--- config.mk ---
export PLATFORM = sky130hd
export DESIGN_NAME = phy_irq_ctrl
export DESIGN_NICKNAME = d
export VERILOG_FILES = /design/src/logic/rx_err_counter.v /design/src/logic/phy_irq_ctrl.v
export VERILOG_INCLUDE_DIRS = /design/src /design/src/logic
export SDC_FILE = /design/constraint.sdc
export NUM_CORES = 1
export LEC_CHECK = 0
export BUFFER_PORTS_ARGS = -buffer_cell sky130_fd_sc_hd__clkbuf_2
export CAP_MARGIN = 25
export CORE_MARGIN = 2
export CORE_UTILIZATION = 49
export CTS_CLUSTER_DIAMETER = 40
export DETAILED_ROUTE_END_ITERATION = 16
export HOLD_SLACK_MARGIN = 0.02
export PLACE_DENSITY = 0.78
export SETUP_SLACK_MARGIN = 0.5
export SYNTH_ARGS = -nofsm -noshare
export SYNTH_HDL_FRONTEND = slang
export SYNTH_SLANG_ARGS = --single-unit
export TNS_END_PERCENT = 100
--- constraint.sdc ---
create_clock -name core_clk_i -period 2.3 [get_ports core_clk_i]
set_clock_uncertainty 0.2 [all_clocks]
set_input_delay 0.23 -clock core_clk_i [delete_from_list [all_inputs] [get_ports core_clk_i]]
set_output_delay 0.23 -clock core_clk_i [all_outputs]
set_load 0.1 [all_outputs]
--- src/logic/phy_irq_ctrl_regs.vh ---
// Register map, field positions, reset values and counts of the PHY regs
`ifndef PHY_IRQ_CTRL_REGS_VH
`define PHY_IRQ_CTRL_REGS_VH

// ****************************************
// Register offsets
// ****************************************
`define OFS_IRQ_STATUS   8'hD4
`define OFS_IRQ_ENABLE   8'hD8
`define OFS_TX_CONTROL   8'hDC

// ****************************************
// Enable / status bit positions
// ****************************************
`define BIT_NEG_DONE     6
`define BIT_REMOTE_FLT   5
`define BIT_LINK_DOWN    4
`define BIT_PARTNER_ACK  3
`define BIT_PAR_DET_FLT  2
`define BIT_PAGE_RX      1
`define BIT_RX_ERR_FULL  0
`define IRQ_EN_MASK      16'h007F

// ****************************************
// Control register fields
// ****************************************
`define BIT_ERR_CNT_OFF  13
`define BIT_NEG_MIRROR   12
`define BIT_REM_LOOP     9
`define BIT_DC_RESTORE   8
`define BIT_LINE_CONV    7
`define BIT_TX_ISOLATE   5
`define BIT_MODE_HI      4
`define BIT_MODE_LO      2
`define BIT_MLT3_BYP     1
`define BIT_SCRAM_BYP    0
`define CTRL_WR_MASK     16'h23A3
`define CTRL_RESET       16'h0180
`define IRQ_EN_RESET     16'h0000

// ****************************************
// Counts
// ****************************************
`define RX_ERR_FULL_CNT  64

`endif

--- src/logic/rx_err_counter.v ---
// Receive error counter that flags when the full count is reached
`timescale 1ns/100ps
`default_nettype none
`include "phy_irq_ctrl_regs.vh"

module rx_err_counter #(
  parameter FULL_CNT = `RX_ERR_FULL_CNT,  // Errors that make it full
  parameter CNT_W    = 7                  // Counter width
) (
  input  wire core_clk_i,  // Core clock
  input  wire rst_n_i,     // Sync reset, active low
  input  wire stop_i,      // Counting halted
  input  wire err_i,       // One erroneous packet
  input  wire clr_i,       // Restart count (flag read)
  output wire full_o       // Count reached full
);

  reg [CNT_W-1:0] cnt_r;    // Error count, saturates
  reg [CNT_W-1:0] cnt_nxt;  // Next count

  localparam [31:0]      FULL_32 = FULL_CNT;              // Full threshold
  localparam [CNT_W-1:0] FULL    = FULL_32[CNT_W-1:0];    // Sized threshold

  // ****************************************
  // Counter next value
  // ****************************************
  always @* begin
    cnt_nxt = cnt_r;
    if (clr_i) begin
      // Read restarts; a coincident error still counts
      cnt_nxt = (err_i && !stop_i) ? {{(CNT_W-1){1'b0}}, 1'b1}
                                   : {CNT_W{1'b0}};
    end else if (err_i && !stop_i && cnt_r != FULL) begin
      cnt_nxt = cnt_r + {{(CNT_W-1){1'b0}}, 1'b1};
    end
  end

  // Count register
  always @(posedge core_clk_i) begin
    if (!rst_n_i) begin
      cnt_r <= {CNT_W{1'b0}};
    end else begin
      cnt_r <= cnt_nxt;
    end
  end

  // Full only at the threshold, clear below it
  assign full_o = (cnt_nxt == FULL);

endmodule // rx_err_counter

`default_nettype wire

--- src/logic/phy_irq_ctrl.v ---
// Transceiver interrupt enable, status and 100BASE-TX control registers
`timescale 1ns/100ps
`default_nettype none
`include "phy_irq_ctrl_regs.vh"

module phy_irq_ctrl #(
  parameter AW = 8  // Register address width
) (
  input  wire          core_clk_i,            // Core clock 200 MHz
  input  wire          rst_n_i,               // Sync reset, active low
  input  wire [AW-1:0] addr_i,                // Register byte address
  input  wire [15:0]   wdata_i,               // Write data
  input  wire          wr_i,                  // Write strobe
  input  wire          rd_i,                  // Read strobe
  output reg  [15:0]   rdata_o,               // Read data, next cycle
  input  wire          rx_err_i,              // Erroneous packet pulse
  input  wire          neg_done_ev_i,         // Negotiation completed
  input  wire          remote_fault_ev_i,     // Remote fault seen
  input  wire          link_down_ev_i,        // Link failed
  input  wire          partner_ack_ev_i,      // Ack code word received
  input  wire          par_det_fault_ev_i,    // Parallel detect fault
  input  wire          page_rx_ev_i,          // Page received
  input  wire          neg_done_level_i,      // Basic status done bit
  input  wire [2:0]    mode_i,                // Current operating mode
  output wire          phy_irq_o,             // Interrupt request
  output wire          remote_loopback_on_o,  // Remote loopback enable
  output wire          dc_restore_on_o,       // DC restoration enable
  output wire          line_code_convert_on_o,// NRZ/NRZI conversion on
  output wire          transmit_isolate_o,    // Transmit path isolated
  output wire          three_level_bypass_o,  // MLT3 bypassed
  output wire          scrambler_bypass_o     // Scrambler bypassed
);

  // ****************************************
  // Storage
  // ****************************************
  localparam [15:0] EN_RESET = `IRQ_EN_RESET;  // Enable reset word
  reg  [6:0]  irq_en_r;    // Interrupt enables
  reg  [15:0] ctrl_r;      // Writable control bits
  reg  [6:0]  status_r;    // Latched flags
  reg  [6:0]  status_nxt;  // Next flags
  wire [6:0]  events;      // Raw events this cycle
  wire        err_full;    // Counter reached full
  wire        stat_rd;     // Status register read
  wire        ctrl_sel;    // Control register addressed
  wire        en_sel;      // Enable register addressed

  assign stat_rd  = rd_i && (addr_i == `OFS_IRQ_STATUS);
  assign ctrl_sel = (addr_i == `OFS_TX_CONTROL);
  assign en_sel   = (addr_i == `OFS_IRQ_ENABLE);

  // Error counter; restarts when the flag is read out
  rx_err_counter #(
    .FULL_CNT (`RX_ERR_FULL_CNT),
    .CNT_W    (7)
  ) u_err_cnt (
    .core_clk_i (core_clk_i),
    .rst_n_i    (rst_n_i),
    .stop_i     (ctrl_r[`BIT_ERR_CNT_OFF]),
    .err_i      (rx_err_i),
    .clr_i      (stat_rd),
    .full_o     (err_full)
  );

  // Event vector in status bit order
  assign events = {neg_done_ev_i, remote_fault_ev_i, link_down_ev_i,
                   partner_ack_ev_i, par_det_fault_ev_i, page_rx_ev_i,
                   err_full};

  // ****************************************
  // Latched flags, cleared by read
  // ****************************************
  // A new event in the read cycle wins so nothing is lost
  always @* begin
    status_nxt = stat_rd ? 7'h00 : status_r;
    status_nxt = status_nxt | events;
  end

  // Status register
  always @(posedge core_clk_i) begin
    if (!rst_n_i) begin
      status_r <= 7'h00;
    end else begin
      status_r <= status_nxt;
    end
  end

  // ****************************************
  // Register writes
  // ****************************************
  always @(posedge core_clk_i) begin
    if (!rst_n_i) begin
      irq_en_r <= EN_RESET[6:0];
      ctrl_r   <= `CTRL_RESET;
    end else if (wr_i) begin
      if (en_sel) begin
        irq_en_r <= wdata_i[6:0];
      end
      if (ctrl_sel) begin
        // Read-only and reserved bits never store
        ctrl_r <= wdata_i & `CTRL_WR_MASK;
      end
    end
  end

  // ****************************************
  // Read path, data one cycle after strobe
  // ****************************************
  always @(posedge core_clk_i) begin
    if (!rst_n_i) begin
      rdata_o <= 16'h0000;
    end else if (rd_i) begin
      case (addr_i)
        `OFS_IRQ_STATUS: rdata_o <= {9'h000, status_r};
        `OFS_IRQ_ENABLE: rdata_o <= {9'h000, irq_en_r};
        `OFS_TX_CONTROL: begin
          rdata_o <= ctrl_r;
          rdata_o[`BIT_NEG_MIRROR] <= neg_done_level_i;
          rdata_o[`BIT_MODE_HI:`BIT_MODE_LO] <= mode_i;
        end
        default:         rdata_o <= 16'h0000;  // Unmapped reads zero
      endcase
    end else begin
      rdata_o <= 16'h0000;
    end
  end

  // ****************************************
  // Outputs
  // ****************************************
  assign phy_irq_o              = |(status_r & irq_en_r);
  assign remote_loopback_on_o   = ctrl_r[`BIT_REM_LOOP];
  assign dc_restore_on_o        = ctrl_r[`BIT_DC_RESTORE];
  assign line_code_convert_on_o = ctrl_r[`BIT_LINE_CONV];
  assign transmit_isolate_o     = ctrl_r[`BIT_TX_ISOLATE];
  assign three_level_bypass_o   = ctrl_r[`BIT_MLT3_BYP];
  assign scrambler_bypass_o     = ctrl_r[`BIT_SCRAM_BYP];

endmodule // phy_irq_ctrl

`default_nettype wire

==> results of run 1 <==
==> Yosys cell counts (2+ instances only) <==
cell | number | area share (%)
a21oi_1 | 12 | 3.3
a22oi_1 | 8 | 3.3
a31oi_1 | 2 | 0.69
and2_1 | 5 | 1.7
and3_1 | 2 | 0.69
and4_4 | 2 | 1.2
buf_4 | 5 | 2.1
clkbuf_1 | 2 | 0.41
dfxtp_1 | 40 | 44
ha_1 | 2 | 1.4
inv_1 | 4 | 0.83
mux2_2 | 6 | 3.7
mux2i_1 | 14 | 7.7
nand2_1 | 11 | 2.3
nand2b_1 | 2 | 0.69
nand3_1 | 4 | 1.1
nand4_1 | 2 | 0.69
nor2_1 | 13 | 2.7
nor2b_1 | 20 | 6.9
nor3_1 | 2 | 0.55
o21ai_0 | 2 | 0.55
or3_1 | 2 | 0.69
xnor2_1 | 3 | 1.4
xor2_1 | 2 | 0.96
==> kinds of logic after synthesis <==
family	count (synthesis)	share of synthesized area, %
fa+ha+maj	2	1.38
other cells	1	0.206
simple gates	73	25.0
flops	40	44.0
compound gates	29	10.2
mux	20	11.4
xor+xnor	5	2.41
buf+inv	15	5.30
==> report_power, final <==
group | internal (uW) | switching, uW
sequential | 703 | 11.3
clock | 427 | 233
combinational | 69.8 | 84.1
total | 1200 | 328
==> per-layer routing <==
layer	track usage [%]	up-vias	part of all wire, %	wire length (microns)
li1	-	774	-	-
met4	10.6	0	2.0	81
met5	0	-	0	0
met2	36.3	58	50	2070
met1	24.6	733	41	1710
met3	5.90	8	6.8	280
==> flip-flops by register name, indices dropped and copies added, names as in the netlist <==
name	cells
status_r	7
ctrl_r	7
u_err_cnt.cnt_r	7
irq_en_r	7
rdata_o	12
==> area by class of cell <==
type | instances | area, sq um
clock inverters | 2 | 60.1
inverters | 4 | 15.0
repair buffers | 70 | 455
well taps | 48 | 60.1
multi-input cells | 133 | 953
fillers | 283 | 1180
flip-flops and latches | 40 | 808
clock buffers | 5 | 68.8
==> final timing paths <==
path                               endpoint  slack (ps)
worst max-delay path              phy_irq_o         380
worst min-delay path              ctrl_r[5]          20
worst max register to register  status_r[0]         550
worst min register to register   rdata_o[9]         290
==> what timing repair did <==
action,CTS,global route
hold buffers,16,0
endpoints found under the hold margin,16,0
setup endpoints to repair,1,2
buffers inserted,1,0
pin swaps,2,2
resized for setup,4,6
==> worst reg2reg max path, stage by stage (launching register included) <==
cell and delay, ps:
dfxtp_4 380, ha_1 200, nand3b_4 140, o311ai_0 430, a31oi_1 180, nor3_2 160
==> through the flow <==
step / area, sq um / setup slack (ps)
after floorplan: 1840 / 661
after global placement: 2080 / 511
after detailed placement: 2080 / 500
after CTS: 2400 / 487
after global routing: 2420 / 333
final: 2420 / 383
==> results.yml, run 1 <==
sta:
  max_freq_ghz: 0.522
  maxSlewHeadroom_pct: 64.0
  rsz0062_at_grt: "yes"
  hold_viol: 0
  fin_tns_setup_ps: 0
  hold_ws_ps: 17.2
  drv_slew: 0
  fin_crit_sh_pct: 83.4
  setup_viol: 0
  max_slew.worst_pin.slew_ps: 542
  fin_crit_ps: 1920
synth:
  yosys_register_bits: 40
  syn-instance-count: 185
  synth_ff_type: "dfxtp_1"
  ys_types: 42
  netlist_area_sq_mm: 0.00182
  synth_edf_count: 0
  avgSynthCellArea_sq_um: 9.83
  ys_warn_count: 0
  synthArstFlopShare_pct: 0
  seq_area_frac_synth_pct: 44.0
place:
  place_inst: 278
  io_buffers: 52
  place_congestion: 0.874
  dp_hpwl_mm: 2.73
layout:
  syn_to_final_growth_pct: 33.1
  fin_cells: 302
  nNetsFinal: 295
  final_cell_mix: "clkbuf_2, dfxtp_1, nor2b_1"
  mostFrequentLayoutCell: "clkbuf_2"
  utilization_pct: 67.1
  diodes: 0
  drive_gt1_share_pct: 32.3
worst_hold_path:
  holdPathStages: 3
  hold_path_class: "primary input to flip-flop"
  min_from: "wdata_i[5]"
worst_setup_path:
  path_max_fanout: 3
  r2r_cells: 5
  crit_start: "status_r[6]"
  worstReg2RegStart: "u_err_cnt.cnt_r[0]"
  path_delay_family: "compound AO/OA/AOI/OAI gates"
  path_cells: "a222oi_1 -> nand3_2 -> clkbuf_16"
  cp.required_ps: 1870
  crit_cells: 3
  cp_slowest_cell: "a222oi_1"
  setup.worst_path.class: "flip-flop to output pin"
  critPathMaxStageDelay_ps: 460
  crit_buf_inv: 1
  endpoint_kind: "output pin"
  cp.arrival_ps: 1490
  cp-start-kind: "flip-flop"
cts:
  clock_insertion_delay_worst_skew_ps: 290
  cts.path.max_buffers: 2
  htreeDepth: 2
  numClockSinks: 40
  path_clk_slew_ps: 80
  cts_tree: "built"
  clockRootBuffer: "clkbuf_8"
  cts_buffers: 5
detailed_routing:
  drc: 0
  vias: 1573
  vias_per_cell: 5.21
  wl_mm: 4.14
  wire_per_inst_microns: 13.7
  ant_nets: 0
  initialDrtViolationCount: 134
  drtPass1Iterations: 4
floorplanning:
  start_util_pct: 50.5
  io_pins: 62
  die_w_microns: 64.9
  rows: 22
  coreArea_sq_mm: 0.00361
  die_area_sq_mm: 0.00422
  die_height_microns: 64.9
global_route:
  antenna_found_initial: 0
  grt_pass1_wl_mm: 6.86
  grt-ovfl-total: 0
  grt_start_max_net_pins: 25
  track_usage_pct: 21.4
  first_global_vias: 1510
power:
  power_density_mw_per_mm2: 631
  p_leak_uw: 0.00102
  power_uw: 1530
  vdd_drop_max_mv: 0.315
run:
  cap_violations: 0
run_status:
  status: "finished, final reports clean"
No activity file was read; power rests on OpenSTA's default activity.
==> run 2: changes to the inputs <==
- ABC_AREA: not set -> 1
- CORE_UTILIZATION: 49 -> 44
- PLACE_DENSITY: 0.78 -> 0.75
- clock period: 2.3 -> 1.7 ns (I/O delays scaled with it)
==> results.yml, run 2 <==
global_route:
  grt_pass1_wl_mm: 11.2
  grt_start_max_net_pins: 15
  antenna_found_initial: 0
  first_global_vias: 2289
  grt-ovfl-total: 0
  track_usage_pct: 34.5
cts:
  cts.path.max_buffers: 2
  htreeDepth: 2
  clockRootBuffer: "clkbuf_8"
  cts_tree: "built"
  cts_buffers: 5
  clock_insertion_delay_worst_skew_ps: 310
  path_clk_slew_ps: 100
  numClockSinks: 40
detailed_routing:
  drc: 0
  initialDrtViolationCount: 479
  ant_nets: 0
  drtPass1Iterations: 8
  vias: 2595
  wire_per_inst_microns: 29.2
  wl_mm: 11.4
  vias_per_cell: 6.65
layout:
  largest_reg_flops: 12
  largest-register: "rdata_o"
  drive_gt1_share_pct: 60.5
  diodes: 0
  mostFrequentLayoutCell: "nand2_1"
  final_cell_mix: "nand2_1, clkbuf_2, inv_1"
  nNetsFinal: 382
  utilization_pct: 96.0
  syn_to_final_growth_pct: 105
synth:
  synth.largest_area_cell: "dfxtp_1"
  synth_ff_type: "dfxtp_1"
  avgSynthCellArea_sq_um: 7.30
  synth.most_common_cell: "nand2_1"
  synth.top_cell.area_share_pct: 45.7
  synth_edf_count: 0
  ys_warn_count: 0
  yosys_register_bits: 40
  ys_types: 29
  netlist_area_sq_mm: 0.00175
  synth_commonest_cells: "nand2_1, dfxtp_1, inv_1, nor2_1, a21oi_1"
  synthTopCellsByArea: "dfxtp_1, nand2_1, inv_1, a21oi_1, nor2_1"
  seq_area_frac_synth_pct: 45.7
  syn-instance-count: 240
  synthArstFlopShare_pct: 0
floorplanning:
  die_height_microns: 67.1
  die_w_microns: 67.1
  io_pins: 62
  coreArea_sq_mm: 0.00374
  start_util_pct: 46.8
  die_area_sq_mm: 0.00451
  rows: 22
sta:
  setup_ws_ps: -251
  hold_ws_ps: 81.1
  maxSlewHeadroom_pct: 54.3
  setup_viol: 4
  fin_tns_setup_ps: -565
  max_slew.worst_pin.slew_ps: 685
  max_freq_ghz: 0.513
  rsz0062_at_grt: "yes"
  hold_viol: 0
  drv_slew: 0
  fin_crit_sh_pct: 115
  fin_crit_ps: 1950
run_status:
  violations: "negative setup slack"
  status: "complete, but fails checks"
worst_setup_path:
  endpoint_kind: "output pin"
  setup.worst_path.class: "flip-flop to output pin"
  cp.required_ps: 1330
  critPathMaxStageDelay_ps: 380
  cp.arrival_ps: 1580
  path_cells: "a22o_4 -> a221oi_4 -> o2111ai_4 -> buf_12"
  cp-start-kind: "flip-flop"
  r2r_cells: 8
  path_max_fanout: 3
  cp_slowest_cell: "dfxtp_1"
place:
  io_buffers: 52
  dp_hpwl_mm: 3.14
  place_congestion: 0.789
power:
  power_density_mw_per_mm2: 572
  p_leak_uw: 0.00155
  vdd_drop_max_mv: 0.773
run:
  cap_violations: 0
worst_hold_path:
  holdPathStages: 5
  hold_path_class: "primary input to flip-flop"
run 2: changes by cell type in the layout (fill, tap and decap cells not counted), sizes merged, moves of 6 or more:
cell | previous run | this run
nand3 | 4 | 18
nor2 | 14 | 25
nand2 | 11 | 53
nor2b | 20 | 0
a22oi | 8 | 0
inv | 4 | 36
buf | 2 | 30
o21ai | 2 | 12
mux2 | 6 | 0
a21oi | 12 | 21
mux2i | 14 | 0
run 2: worst max-delay path, delay by kind of cell, from the launching register on:
family / cells / cell delay [ps]
AOI/OAI and AO/OA: 3 / 700
DFF: 1 / 380
buffers and inverters: 1 / 200
run 2: final timing paths:
kind | startpoint | to | slack (ps)
min reg2reg | irq_en_r[1] | irq_en_r[1] | 380
max | status_r[1] | phy_irq_o | -250
max reg2reg | u_err_cnt.cnt_r[1] | status_r[0] | -230
min | mode_i[2] | rdata_o[4] | 80
run 2: through the flow:
stage | worst slack [ps] | cells | total power, uW | cell area (sq um)
2_1_floorplan | 125 | 243 | 1100 | 1880
3_3_place_gp | -32.8 | 341 | 1160 | 2210
3_5_place_dp | -34.5 | 341 | 1170 | 2210
5_1_grt | -279 | 390 | 2100 | 3590
4_1_cts | -183 | 381 | 1890 | 3170
6_report | -251 | 390 | 2060 | 3590
run 2: routing by layer:
layer / vias to the layer above / track usage [%] / part of all wire [%]
li1: 971 / - / -
met3: 130 / 9.80 / 14
met1: 1159 / 34.6 / 31
met4: 0 / 23.0 / 11
met5: - / 0 / 0
met2: 335 / 61.4 / 44
run 2: layout make-up:
cell class,count,area (sq um)
flip-flops and latches,40,846
multi-input cells,158,1290
repair buffers,99,1130
fillers,85,151
clock buffers,6,82.6
inverters,37,171
well taps,48,60.1
clock inverters,2,10.0
run 2: what timing repair did:
| action | in CTS | in global routing |
|---|---|---|
| endpoints found under the hold margin | 22 | 0 |
| hold buffers | 20 | 0 |
| endpoints found under the setup margin | 54 | 59 |
| buffers inserted | 9 | 9 |
| resized for setup | 113 | 92 |
| pin swaps | 22 | 24 |
| cloned | 3 | 0 |
run 2: report_power, final:
part           switching, uW  internal (uW)  total (uW)  leakage, uW
Combinational            218            142         361      0.00116
Clock                    396            326         721    0.0000510
Sequential              29.1            945         974     0.000337
run 2: cell families after synthesis:
group	synth area share (%)
AO/OA/AOI/OAI	14.6
XOR/XNOR	0.500
adder cells (fa/ha/maj)	1.43
buffers and inverters	11.8
flip-flops	45.7
other	0.214
AND/OR/NAND/NOR	25.8
==> run 3: changes to the inputs <==
- CORE_UTILIZATION: 44 -> 49
- PLACE_DENSITY: 0.75 -> 0.79
- clock period: 1.7 -> 2.2 ns (I/O delays scaled with it)
==> results.yml, run 3 (synthesized netlist as in run 2, its figures left out) <==
global_route:
  track_usage_pct: 24.5
  grt-ovfl-total: 0
  first_global_vias: 1819
  grtUsageMet2_pct: 42.6
  grt.busiest_layer: "met2"
  antenna_found_initial: 0
  grt_start_max_net_pins: 17
  grt_pass1_wl_mm: 7.77
  use_met1_pct: 29.1
  globalRouteMet3Util_pct: 5.63
power:
  vdd_drop_max_mv: 0.390
  p_leak_uw: 0.00120
  power_density_mw_per_mm2: 573
sta:
  hold_ws_ps: 48.3
  rsz0062_at_grt: "yes"
  setup_viol: 0
  fin_crit_sh_pct: 92.6
  hold_viol: 0
  maxSlewHeadroom_pct: 63.5
  fin_tns_setup_ps: 0
  max_freq_ghz: 0.491
  max_slew.worst_pin.slew_ps: 550
  fin_crit_ps: 2040
  drv_slew: 0
detailed_routing:
  wire_per_inst_microns: 13.2
  wl_mm: 4.91
  vias: 1878
  vias_per_cell: 5.06
  drc: 0
  ant_nets: 0
  initialDrtViolationCount: 161
  drtPass1Iterations: 4
cts:
  path_clk_slew_ps: 120
  cts.path.max_buffers: 2
  clock_insertion_delay_worst_skew_ps: 350
  cts_tree: "built"
  htreeDepth: 2
  numClockSinks: 40
  cts_buffers: 5
  clockRootBuffer: "clkbuf_4"
floorplanning:
  rows: 21
  start_util_pct: 51.7
  coreArea_sq_mm: 0.00339
  die_area_sq_mm: 0.00407
  io_pins: 62
  die_w_microns: 63.8
  die_height_microns: 63.8
place:
  io_buffers: 52
  place_congestion: 0.851
  dp_hpwl_mm: 3.10
worst_setup_path:
  endpoint_kind: "output pin"
  cp.required_ps: 1780
  setup.worst_path.class: "flip-flop to output pin"
  critPathMaxStageDelay_ps: 350
  r2r_cells: 8
  cp-start-kind: "flip-flop"
  cp.arrival_ps: 1620
  path_max_fanout: 2
  path_cells: "a22o_1 -> a221oi_2 -> o2111ai_4 -> clkbuf_16"
  cp_slowest_cell: "dfxtp_2"
layout:
  syn_to_final_growth_pct: 43.9
  final_cell_mix: "clkbuf_2, nand2_1, dfxtp_1"
  fillerInstances: 261
  largest_reg_flops: 12
  nNetsFinal: 365
  drive_gt1_share_pct: 29.5
  largest-register: "rdata_o"
  mostFrequentLayoutCell: "clkbuf_2"
  utilization_pct: 74.4
  diodes: 0
worst_hold_path:
  holdPathStages: 2
  hold_path_class: "primary input to flip-flop"
run:
  cap_violations: 0
run_status:
  status: "finished, final reports clean"
==> run 3: cell count changes in the layout (fill, tap and decap cells not counted), sizes merged <==
cell	previous run	this run
nand3	18	17
clkbuf	55	58
or2	3	2
inv	36	37
bufinv	0	1
dlygate4sd3	20	21
clkinv	3	1
buf	30	11
==> run 3: metrics by stage <==
step / power, uW / setup WS (ps) / area [sq um] / std cells
6_report: 1440 / 162 / 2520 / 371
2_1_floorplan: 849 / 516 / 1790 / 243
4_1_cts: 1430 / 165 / 2450 / 367
3_5_place_dp: 892 / 281 / 2070 / 335
5_1_grt: 1510 / 103 / 2520 / 371
3_3_place_gp: 889 / 341 / 2070 / 335
==> run 3: worst max-delay path, delay by kind of cell (launching register included) <==
kind | cells | cell delay [ps]
AOI/OAI and AO/OA | 3 | 700
DFF | 1 | 350
buffers and inverters | 1 | 230
==> run 3: worst paths after layout <==
path                      start     endpoint  slack [ps]
max                 status_r[0]    phy_irq_o         160
min                     rst_n_i    ctrl_r[7]          50
max reg2reg  u_err_cnt.cnt_r[1]  status_r[0]         500
min reg2reg           ctrl_r[7]   rdata_o[7]         280
==> run 3: power breakdown <==
group / internal [uW] / switching, uW / leakage, uW
Sequential: 737 / 12.0 / 0.000326
Clock: 272 / 241 / 0.0000484
Combinational: 77.9 / 104 / 0.000822
Total: 1090 / 357 / 0.00120
==> run 3: metal layers <==
layer / wire (microns) / share of wire (%) / up-vias
li1: - / - / 928
met5: 0 / 0 / -
met2: 2530 / 52 / 68
met1: 2010 / 41 / 867
met3: 266 / 5.4 / 15
met4: 97 / 2.0 / 0
==> run 3: area by class of cell <==
type                            count  area (sq um)  share of cell area (%)
Timing Repair Buffer               84           581                    23.0
Multi-Input combinational cell    156           850                    33.7
Sequential cell                    40           806                    31.9
Clock buffer                        6          51.3                    2.03
Clock inverter                      2          38.8                    1.54
Inverter                           37           139                    5.51
Tap cell                           46          57.6                    2.28
==> run 3: timing repair <==
| item | in CTS | in global routing |
|---|---|---|
| endpoints found under the hold margin | 25 | 0 |
| gates resized for setup | 13 | 16 |
| gates cloned | 0 | 0 |
| pin swaps | 3 | 13 |
| hold buffers | 21 | 0 |
| endpoints found under the setup margin | 4 | 3 |
| setup buffers | 3 | 4 |
